==> src/pkg/bps_map.vh <==
// Purpose: Constants for the buck protection supervisor
// Assumes: 250 MHz supervisor clock, Wishbone byte addresses
// Notes: How it works list below
// How it works
// - Pre-biased start keeps both switches off
// - Power good held low before soft start ends
// - Power good released after thirty microsecond qualification
// - Leaving window with hysteresis drops power good
// - Power good window and hysteresis are settings
// - Fault output low on any fault, else released
// - Peak limit cuts high side, enables low side
// - High side blocked until below valley limit
// - Peak and valley limits set separately
// - First peak event starts selectable cycle timer
// - Limit every cycle over timer enters short handling
// - Under-voltage while limiting means dead short
// - Short handling: hiccup, continue, or latch-off
// - Hiccup disables stage, restarts soft start, repeats
// - Hiccup off time from soft start and duty
// - Output over-voltage: disabled, discharge or latch-off
// - Input over-voltage stops switching, resumes when cleared
// - Thermal trip shuts down, restarts soft start after hysteresis
// - Thermal threshold and hysteresis are settings
// - Low bootstrap voltage forces high side off
// - Soft start 1ms default, 0.5, 2, 4ms
`ifndef BPS_MAP_VH
`define BPS_MAP_VH
// Clock and timing
`define BPS_CLK_MHZ 250
`define BPS_FSW_KHZ 600
`define BPS_SS_T0_US 500
`define BPS_SS_T1_US 1000
`define BPS_SS_T2_US 2000
`define BPS_SS_T3_US 4000
`define BPS_PG_DLY_US 30
// Register byte offsets
`define BPS_REG_LIMITS 8'h00
`define BPS_REG_THERM 8'h04
`define BPS_REG_CTRL 8'h08
`define BPS_REG_STATUS 8'h0C
// Reset values
`define BPS_LIMITS_RST 32'h3040020A
`define BPS_THERM_RST 32'h327819AF
`define BPS_CTRL_RST 32'h00000C01
// Control field positions
`define BPS_SS_SEL 1:0
`define BPS_OCP_SEL 3:2
`define BPS_SCP_MODE 5:4
`define BPS_OVP_MODE 7:6
`define BPS_VOVP_EN 8
`define BPS_VOVP_SEL 9
`define BPS_HIC_DUTY 13:10
// Mode encodings
`define BPS_SCP_HICCUP 2'h0
`define BPS_SCP_CONT 2'h1
`define BPS_SCP_LATCH 2'h2
`define BPS_OVP_DISCH 2'h1
`define BPS_OVP_LATCH 2'h2
`endif

==> src/rtl/bps_supervisor.v <==
// Purpose: Protection and status supervisor for one buck phase
// Assumes: Comparator flags from the analog stage, Wishbone slave
// Notes: Threshold settings drive analog DAC ports
`include "bps_map.vh"
`default_nettype none
module bps_supervisor #(
   parameter SS_CYC_0 = `BPS_SS_T0_US * `BPS_CLK_MHZ,
   parameter SS_CYC_1 = `BPS_SS_T1_US * `BPS_CLK_MHZ,
   parameter SS_CYC_2 = `BPS_SS_T2_US * `BPS_CLK_MHZ,
   parameter SS_CYC_3 = `BPS_SS_T3_US * `BPS_CLK_MHZ,
   parameter PG_DLY_CYC = `BPS_PG_DLY_US * `BPS_CLK_MHZ,
   parameter SW_PERIOD_CYC = `BPS_CLK_MHZ * 1000 / `BPS_FSW_KHZ
) (
   input wire clk,
   input wire rstn,
   input wire wb_cyc_i,
   input wire wb_stb_i,
   input wire wb_we_i,
   input wire [7:0] wb_adr_i,
   input wire [3:0] wb_sel_i,
   input wire [31:0] wb_dat_i,
   output reg [31:0] wb_dat_o,
   output reg wb_ack_o,
   input wire enable_pin,
   input wire vin_present,
   input wire fb_above_ramp,
   input wire pwm_on_req,
   input wire peak_over,
   input wire valley_below,
   input wire out_in_window,
   input wire out_under,
   input wire out_over,
   input wire vin_over,
   input wire temp_over,
   input wire temp_cool,
   input wire boot_low,
   output reg high_side_switch,
   output reg low_side_switch,
   output reg ramp_reset,
   output reg discharge_en,
   output wire output_good_flag_o,
   output reg output_good_flag_oe,
   output wire fault_indicator_n_o,
   output reg fault_indicator_n_oe,
   output wire [7:0] cfg_pg_window,
   output wire [7:0] cfg_pg_hyst,
   output wire [7:0] cfg_peak_limit,
   output wire [7:0] cfg_valley_limit,
   output wire [7:0] cfg_therm_limit,
   output wire [7:0] cfg_therm_hyst,
   output wire [7:0] cfg_ovp_limit,
   output wire [7:0] cfg_uv_limit,
   output wire cfg_vin_ovp_sel
);
   localparam ST_OFF = 3'h0;
   localparam ST_SS = 3'h1;
   localparam ST_RUN = 3'h2;
   localparam ST_HIC = 3'h3;
   localparam ST_LATCH = 3'h4;
   localparam ST_THERM = 3'h5;

   function [31:0] bps_merge;
      input [31:0] old;
      input [31:0] nw;
      input [3:0] sel;
      integer i;
      begin
         bps_merge = old;
         for (i = 0; i < 4; i = i + 1) begin
            if (sel[i]) begin
               bps_merge[i*8 +: 8] = nw[i*8 +: 8];
            end
         end
      end
   endfunction

   function [25:0] bps_ss_len;
      input [1:0] sel;
      begin
         case (sel)
            2'h0: bps_ss_len = SS_CYC_0[25:0];
            2'h1: bps_ss_len = SS_CYC_1[25:0];
            2'h2: bps_ss_len = SS_CYC_2[25:0];
            default: bps_ss_len = SS_CYC_3[25:0];
         endcase
      end
   endfunction

   reg [31:0] reg_limits;
   reg [31:0] reg_therm;
   reg [31:0] reg_ctrl;
   reg [2:0] state;
   reg [2:0] next_state;
   reg [25:0] st_cnt;
   reg [15:0] pg_cnt;
   reg pg_ok;
   reg started;
   reg oc_block;
   reg oc_run;
   reg oc_hit;
   reg [8:0] oc_cnt;
   reg scp_flag;
   reg [15:0] per_cnt;
   reg tick;
   wire [12:0] fl;
   wire en_s;
   wire vin_s;
   wire fb_s;
   wire pwm_s;
   wire peak_s;
   wire valley_s;
   wire win_s;
   wire under_s;
   wire over_s;
   wire vovp_s;
   wire thot_s;
   wire tcool_s;
   wire boot_s;
   wire [25:0] ss_len;
   wire [25:0] hic_len;
   wire [8:0] oc_len;
   wire [8:0] oc_inc;
   wire active;
   wire prebias;
   wire vin_stop;
   wire ovp_disch;
   wire ovp_latch;
   wire run_ok;
   wire peak_ev;
   wire scp_now;
   wire next_hs;
   wire wr;
   wire [31:0] status;
   reg [31:0] rdata;

   bps_sync #(
      .W(13)
   ) u_sync (
      .clk(clk),
      .rstn(rstn),
      .d({enable_pin, vin_present, fb_above_ramp, pwm_on_req, peak_over, valley_below,
          out_in_window, out_under, out_over, vin_over, temp_over, temp_cool, boot_low}),
      .q(fl)
   );

   assign {en_s, vin_s, fb_s, pwm_s, peak_s, valley_s, win_s, under_s, over_s, vovp_s, thot_s,
           tcool_s, boot_s} = fl;

   // Settings to the analog comparators
   assign cfg_pg_window = reg_limits[7:0];
   assign cfg_pg_hyst = reg_limits[15:8];
   assign cfg_peak_limit = reg_limits[23:16];
   assign cfg_valley_limit = reg_limits[31:24];
   assign cfg_therm_limit = reg_therm[7:0];
   assign cfg_therm_hyst = reg_therm[15:8];
   assign cfg_ovp_limit = reg_therm[23:16];
   assign cfg_uv_limit = reg_therm[31:24];
   assign cfg_vin_ovp_sel = reg_ctrl[`BPS_VOVP_SEL];
   assign output_good_flag_o = 1'b0;
   assign fault_indicator_n_o = 1'b0;

   // Timing lengths
   assign ss_len = bps_ss_len(reg_ctrl[`BPS_SS_SEL]);
   assign hic_len = ss_len * {22'h0, reg_ctrl[`BPS_HIC_DUTY]} + ss_len;
   assign oc_len = 9'h020 << reg_ctrl[`BPS_OCP_SEL];
   assign oc_inc = oc_cnt + 9'h001;

   // Protection conditions
   assign active = (state == ST_SS) || (state == ST_RUN);
   assign prebias = (state == ST_SS) && !started && fb_s;
   assign vin_stop = reg_ctrl[`BPS_VOVP_EN] && vovp_s;
   assign ovp_disch = (reg_ctrl[`BPS_OVP_MODE] == `BPS_OVP_DISCH) && over_s;
   assign ovp_latch = (reg_ctrl[`BPS_OVP_MODE] == `BPS_OVP_LATCH) && over_s;
   assign run_ok = active && !prebias && !vin_stop && !ovp_disch;
   assign peak_ev = peak_s && high_side_switch;
   assign scp_now = (tick && oc_run && (oc_hit || peak_ev) && (oc_inc >= oc_len))
                    || (oc_run && under_s);
   assign next_hs = run_ok && pwm_s && !oc_block && !peak_s && !boot_s;

   // Switching period divider
   always @(posedge clk) begin
      if (!rstn) begin
         per_cnt <= 16'h0000;
         tick <= 1'b0;
      end else if (per_cnt >= SW_PERIOD_CYC[15:0] - 16'h0001) begin
         per_cnt <= 16'h0000;
         tick <= 1'b1;
      end else begin
         per_cnt <= per_cnt + 16'h0001;
         tick <= 1'b0;
      end
   end

   // Sequencer
   always @* begin
      next_state = state;
      case (state)
         ST_OFF: begin
            if (en_s && vin_s) begin
               next_state = ST_SS;
            end
         end
         ST_SS, ST_RUN, ST_HIC: begin
            if (thot_s) begin
               next_state = ST_THERM;
            end else if (ovp_latch) begin
               next_state = ST_LATCH;
            end else if (scp_now && reg_ctrl[`BPS_SCP_MODE] == `BPS_SCP_LATCH) begin
               next_state = ST_LATCH;
            end else if (scp_now && reg_ctrl[`BPS_SCP_MODE] != `BPS_SCP_CONT) begin
               next_state = ST_HIC;
            end else if (state == ST_SS && st_cnt >= ss_len) begin
               next_state = ST_RUN;
            end else if (state == ST_HIC && st_cnt >= hic_len) begin
               next_state = ST_SS;
            end
         end
         ST_THERM: begin
            if (tcool_s && !thot_s) begin
               next_state = ST_SS;
            end
         end
         ST_LATCH: begin
            next_state = ST_LATCH;
         end
         default: begin
            next_state = ST_OFF;
         end
      endcase
      if (!en_s || !vin_s) begin
         next_state = ST_OFF;
      end
   end

   always @(posedge clk) begin
      if (!rstn) begin
         state <= ST_OFF;
         st_cnt <= 26'h0000000;
         started <= 1'b0;
      end else begin
         state <= next_state;
         if (next_state != state) begin
            st_cnt <= 26'h0000000;
         end else if (st_cnt != 26'h3FFFFFF) begin
            st_cnt <= st_cnt + 26'h0000001;
         end
         if (next_state != state) begin
            started <= 1'b0;
         end else if (state == ST_SS && !fb_s) begin
            started <= 1'b1;
         end
      end
   end

   // Current limit and overcurrent timer
   always @(posedge clk) begin
      if (!rstn) begin
         oc_block <= 1'b0;
         oc_run <= 1'b0;
         oc_hit <= 1'b0;
         oc_cnt <= 9'h000;
         scp_flag <= 1'b0;
      end else begin
         if (peak_s) begin
            oc_block <= 1'b1;
         end else if (valley_s || !active) begin
            oc_block <= 1'b0;
         end
         if (scp_now || !active) begin
            oc_run <= 1'b0;
            oc_hit <= 1'b0;
            oc_cnt <= 9'h000;
         end else if (!oc_run) begin
            if (peak_ev) begin
               oc_run <= 1'b1;
               oc_hit <= 1'b1;
               oc_cnt <= 9'h000;
            end
         end else if (tick) begin
            if (oc_hit || peak_ev) begin
               oc_cnt <= oc_inc;
            end else begin
               oc_run <= 1'b0;
            end
            oc_hit <= 1'b0;
         end else if (peak_ev) begin
            oc_hit <= 1'b1;
         end
         if (scp_now) begin
            scp_flag <= 1'b1;
         end else if ((state == ST_RUN && !oc_run && !under_s) || state == ST_OFF) begin
            scp_flag <= 1'b0;
         end
      end
   end

   // Power good qualification
   always @(posedge clk) begin
      if (!rstn) begin
         pg_cnt <= 16'h0000;
         pg_ok <= 1'b0;
      end else if (state != ST_RUN || !win_s) begin
         pg_cnt <= 16'h0000;
         pg_ok <= 1'b0;
      end else if (pg_cnt >= PG_DLY_CYC[15:0]) begin
         pg_ok <= 1'b1;
      end else begin
         pg_cnt <= pg_cnt + 16'h0001;
      end
   end

   // Drive outputs
   always @(posedge clk) begin
      if (!rstn) begin
         high_side_switch <= 1'b0;
         low_side_switch <= 1'b0;
         ramp_reset <= 1'b1;
         discharge_en <= 1'b0;
         output_good_flag_oe <= 1'b0;
         fault_indicator_n_oe <= 1'b0;
      end else begin
         high_side_switch <= next_hs;
         low_side_switch <= run_ok && !next_hs;
         ramp_reset <= !active;
         discharge_en <= ovp_disch;
         output_good_flag_oe <= vin_s && !pg_ok;
         fault_indicator_n_oe <= vin_stop || over_s || scp_flag || state == ST_THERM
                                 || state == ST_LATCH;
      end
   end

   // Wishbone slave
   assign wr = wb_cyc_i && wb_stb_i && wb_we_i && wb_ack_o;
   assign status = {20'h00000, !fault_indicator_n_oe, pg_ok, started, state == ST_THERM,
                    vin_stop, over_s, scp_flag, oc_run, oc_block, state};

   always @* begin
      case (wb_adr_i)
         `BPS_REG_LIMITS: rdata = reg_limits;
         `BPS_REG_THERM: rdata = reg_therm;
         `BPS_REG_CTRL: rdata = {18'h00000, reg_ctrl[13:0]};
         `BPS_REG_STATUS: rdata = status;
         default: rdata = 32'h00000000;
      endcase
   end

   always @(posedge clk) begin
      if (!rstn) begin
         wb_ack_o <= 1'b0;
         wb_dat_o <= 32'h00000000;
         reg_limits <= `BPS_LIMITS_RST;
         reg_therm <= `BPS_THERM_RST;
         reg_ctrl <= `BPS_CTRL_RST;
      end else begin
         wb_ack_o <= wb_cyc_i && wb_stb_i && !wb_ack_o;
         if (wb_cyc_i && wb_stb_i && !wb_ack_o) begin
            wb_dat_o <= rdata;
         end
         if (wr && wb_adr_i == `BPS_REG_LIMITS) begin
            reg_limits <= bps_merge(reg_limits, wb_dat_i, wb_sel_i);
         end
         if (wr && wb_adr_i == `BPS_REG_THERM) begin
            reg_therm <= bps_merge(reg_therm, wb_dat_i, wb_sel_i);
         end
         if (wr && wb_adr_i == `BPS_REG_CTRL) begin
            reg_ctrl <= bps_merge(reg_ctrl, wb_dat_i, wb_sel_i) & 32'h00003FFF;
         end
      end
   end
endmodule // bps_supervisor
`default_nettype wire

==> src/rtl/bps_sync.v <==
// Purpose: Three-stage synchroniser with agreement filter
// Assumes: Inputs asynchronous to clk
// Notes: Output changes once stages two and three agree
`default_nettype none
module bps_sync #(
   parameter W = 1
) (
   input wire clk,
   input wire rstn,
   input wire [W-1:0] d,
   output reg [W-1:0] q
);
   reg [W-1:0] s1;
   reg [W-1:0] s2;
   reg [W-1:0] s3;
   wire [W-1:0] agree;

   assign agree = ~(s2 ^ s3);

   always @(posedge clk) begin
      if (!rstn) begin
         s1 <= {W{1'b0}};
         s2 <= {W{1'b0}};
         s3 <= {W{1'b0}};
         q <= {W{1'b0}};
      end else begin
         s1 <= d;
         s2 <= s1;
         s3 <= s2;
         q <= (s3 & agree) | (q & ~agree);
      end
   end
endmodule // bps_sync
`default_nettype wire

==> config.mk <==
export PLATFORM = sky130hd
export DESIGN_NAME = bps_supervisor
export DESIGN_NICKNAME = d
export VERILOG_FILES = /design/src/rtl/bps_supervisor.v /design/src/rtl/bps_sync.v
export VERILOG_INCLUDE_DIRS = /design/src /design/src/pkg
export SDC_FILE = /design/constraint.sdc
export NUM_CORES = 1
export LEC_CHECK = 0
export BUFFER_PORTS_ARGS = -buffer_cell sky130_fd_sc_hd__buf_2
export CAP_MARGIN = 30
export CORE_MARGIN = 5
export CORE_UTILIZATION = 48
export CTS_BUF_LIST = sky130_fd_sc_hd__clkbuf_16
export DETAILED_ROUTE_END_ITERATION = 8
export HOLD_SLACK_MARGIN = 0.02
export PLACE_DENSITY = 0.68
export RECOVER_POWER = 25
export SYNTH_ARGS = -nofsm -noshare
export SYNTH_HDL_FRONTEND = slang
export SYNTH_HIERARCHICAL = 1
export SYNTH_SLANG_ARGS = --single-unit
export TNS_END_PERCENT = 20
==> constraint.sdc <==
create_clock -name clk -period 7.3 [get_ports clk]
set_input_delay 0.73 -clock clk [delete_from_list [all_inputs] [get_ports clk]]
set_output_delay 0.73 -clock clk [all_outputs]
set_load 0.005 [all_outputs]
==> results.md <==
- Status: finished, violations left
- Failing checks: max-capacitance violations, max-slew violations
- Clk_lat worst skew: ~0.55 ns
- Slowest-stage cell, CP: fa_1
- Final ANT Viol Nets: 0
- Num ports: 168
- GRT Overall Usage: a little over a fifth
- Post-DP HPWL: approximately 24 mm
- Routing usage on met3: 3.29%
- Syn Area/Cell: 8.81 sq um
- Fin. Hold Viols: 0
- Fin area: 15000 sq um
- Longest Clk Path Bufs: 3
- Rows: 60
- DR vias/cell: approximately 5.3
- Worst path arrival time: slightly above 7 ns
- Per-cell routed wire length: 16.4 um
- ANT cells: 0
- CTS root buffer: clkbuf_16
- Post-synth EDFFs: 0
- Worst-path fanout max: 27
- First-pass GRT wire length: roughly 54 mm
- DIE AREA: ~31000 sq um
- Tot Pwr: between 2 and 3 mW
- Min-Delay Path Class: primary input to register
- Die height: 175 um
- CTS clk-pin slew, worst paths: around 0.06 ns
- Clock buffer count from CTS: 27
- Slew HR: -182%
- 1st-pass router iterations: 5
- DP Area: 14100 sq um
- Fraction of layout cells with a size suffix above 1: around 15%
- Most Crowded Layer GR: met2
- Initial DRC count: 650
- Nets: 1824
- WP buf/inv: 3
- Setup Skew: 0.0112 ns
- Setup slack after layout: 0.604 ns
- PortBufs: roughly 170
- GR Util met2: 35.6%
- CP startpoint kind: register
- Cts hold-fix bufs: 0
- Crit. End Element: register
- DR vias: around 11k
- Routability Congestion: 0.874
- Core Region: approximately 27000 sq um
- Synth area leader: dfxtp_1
- Synthesis-to-finish area growth: 15.1%
- Max Freq: about 150 MHz
- Initial core utilization: 48.7%
- DR DRC count: 0
- Cell variety after synth: 77
- Post-synthesis sequential area ratio: approximately 38%
- Max Transition Viols Final: between 150 and 200
- Routing usage on met1: 27.3%
- Syn Std Cell Area: between 10000 and 15000 sq um
- Die width: 175 um
- Setup-failing EPs final: 0
- Worst reg2reg endpoint: st_cnt[4]
- WS Path Type: register to register
- Synth Register Bits: about 250
- Synth area leaders: dfxtp_1 (38%), ha_1 (8.6%), nand2_1 (6.1%)
- Worst Max-Slew Pin Slew: 4.23 ns
- Vias in the first global route: roughly 11k
- Post-CTS setup buffers: 0
- Static leakage: between 6 and 7 nW
- Ys flop type: dfxtp_1
- Clk sinks: about 250
- Maxcap violations: 2
- CTS tree: yes
- Worst path required time: slightly below 8 ns
- CP top delay family: adder cells
- YS warnings: 6
- GRT overflow: 0
- DRT Wirelength: about 33 mm
- Worst r2r path cells: 24
- Hold Path End: u_sync/s1[12]
- Initial antenna violation count: 1
- Crit-path cells: inv_1 > ha_1 > inv_1 > nor2_1 > fa_1 > fa_1 > fa_1 > ha_1 > o21a_1 > o31a_1 > nor4_1 > o21ai_0 > a31oi_1 > o311a_1 > nor3_1 > a31oi_1 > ha_1 > nand4_1 > nor3_1 > nand4_1 > o21a_1 > nor3b_4 > buf_6 > nor3_1
- Asr flop ratio synth: 0%
- Largest net degree at the start of global routing: 93
- Worst hold start: enable_pin
- Worst r2r src: reg_ctrl[0]
- CP max stage delay: about 0.56 ns
- PD cells: about 200 nW/um^2
- Final worst-path cycle share: 91.7%
- Setup WS pre-CTS: between 0.4 and 0.5 ns
- RSZ-0062 raised after global routing: false
- H-tree lvl count: 1
- Cells after Synth: about 1.5k
- Area share of the largest cell type after synthesis: ~38%
- Hold depth: 2
- VDD IR max: 193 uV
- Setup TNS Final: 0 ns
- Tmin final: roughly 6.7 ns
- R2R setup slack: approximately 0.60 ns
## worst max path at each step
stage / cells past startpoint / start / end / slack, ns
final: 24 / reg_ctrl[0] / st_cnt[4] / 0.60
after global routing: 24 / reg_ctrl[0] / st_cnt[1] / 0.11
after CTS: 25 / reg_ctrl[0] / st_cnt[4] / 0.36
after global placement: 25 / reg_ctrl[0] / st_cnt[4] / 0.59
after detailed placement: 25 / reg_ctrl[0] / st_cnt[4] / 0.42
after floorplan: 25 / reg_ctrl[0] / st_cnt[6] / 1.14
## report_power, final
group | total, mW | internal (mW) | switching [mW] | leakage, nW
Sequential | 1.38 | 1.36 | 0.0169 | 1.99
Clock | 1.46 | 0.888 | 0.571 | 0.478
Combinational | 0.105 | 0.0435 | 0.0614 | 4.12
Total | 2.94 | 2.29 | 0.649 | 6.59
## metal layers
layer | wire length [um] | up-vias | share of wire, %
met3 | 1500 | 75 | 4.6
met1 | 14600 | 5024 | 45
met5 | 0 | - | 0
met2 | 15500 | 243 | 48
met4 | 1030 | 0 | 3.1
li1 | - | 5309 | -
## state kept, by name (all words and copies together) (netlist names), 3 cells and up, named ones only
signal / count
oc_cnt: 9
per_cnt: 16
pg_cnt: 16
reg_ctrl: 14
reg_limits: 32
reg_therm: 32
st_cnt: 26
state: 3
u_sync/s1: 13
u_sync/s2: 13
u_sync/s3: 13
wb_dat_o: 32
## what timing repair did
item,in CTS,in global routing
resized for setup,0,4
setup endpoints to repair,0,27
endpoints found under the hold margin,0,0
## layout make-up
cell class                      instances  area [sq um]
Inverter                               88           330
Multi-Input combinational cell       1096          7550
Timing Repair Buffer                  174           866
Sequential cell                       246          4930
Fill cell                            2492         11800
Clock inverter                         21           274
Tap cell                              341           427
Clock buffer                           27           676
## Yosys cell counts (4+ instances only)
library cell	instances
o21a_1	7
xor2_1	37
nand4_1	13
nand3b_1	7
and2_1	62
nor2_1	155
nand2_1	214
a22oi_1	16
a31oi_1	5
a21o_1	10
a21oi_1	104
xnor2_1	23
clkbuf_1	41
nor2b_1	17
o31a_1	4
mux4_2	12
nor3_2	20
nand3_1	60
dfxtp_1	246
inv_1	86
nand2b_1	10
and3_1	10
a21boi_1	12
buf_4	6
o21ai_0	39
fa_1	39
nor4_1	7
ha_1	90
mux2i_1	28
or3_1	4
buf_2	7
nor3_1	22
## through the flow
step / util [%] / hold WS, ns / instances
3_5_place_dp: 52.5 / 0.420 / 1945
2_1_floorplan: - / 0.406 / 1492
6_report: 56.0 / 0.380 / 1993
5_1_grt: 56.0 / 0.365 / 1993
3_3_place_gp: 52.5 / 0.419 / 1945
4_1_cts: 56.1 / 0.350 / 1993
## layout by cell type (no fill, tap or decap), drive strengths merged, types with 8 or more instances in the layout
| cell | instances |
|---|---|
| o21ai | 39 |
| fa | 39 |
| ha | 90 |
| a22oi | 16 |
| clkbuf | 46 |
| inv | 91 |
| nor4 | 8 |
| mux4 | 12 |
| xnor2 | 23 |
| mux2i | 28 |
| nor3 | 42 |
| dfxtp | 246 |
| clkinv | 11 |
| xor2 | 37 |
| and3 | 10 |
| conb | 9 |
| nand3 | 61 |
| a21boi | 15 |
| and2 | 62 |
| nand2 | 215 |
| nand2b | 10 |
| nand4 | 13 |
| buf | 155 |
| a21oi | 104 |
| nor2b | 17 |
| a21o | 10 |
| nor2 | 156 |
## cell families after synthesis
| kind of cell | after synthesis | share of synthesized area (%) |
|---|---|---|
| AND/OR/NAND/NOR | 620 | 23.1 |
| flip-flops | 246 | 37.7 |
| AO/OA/AOI/OAI | 238 | 11.6 |
| buffers and inverters | 150 | 4.86 |
| adder cells (fa/ha/maj) | 129 | 14.6 |
| XOR/XNOR | 60 | 4.02 |
| multiplexers | 40 | 4.21 |
| other | 1 | 0.0287 |
(Power assumes the default switching activity.)
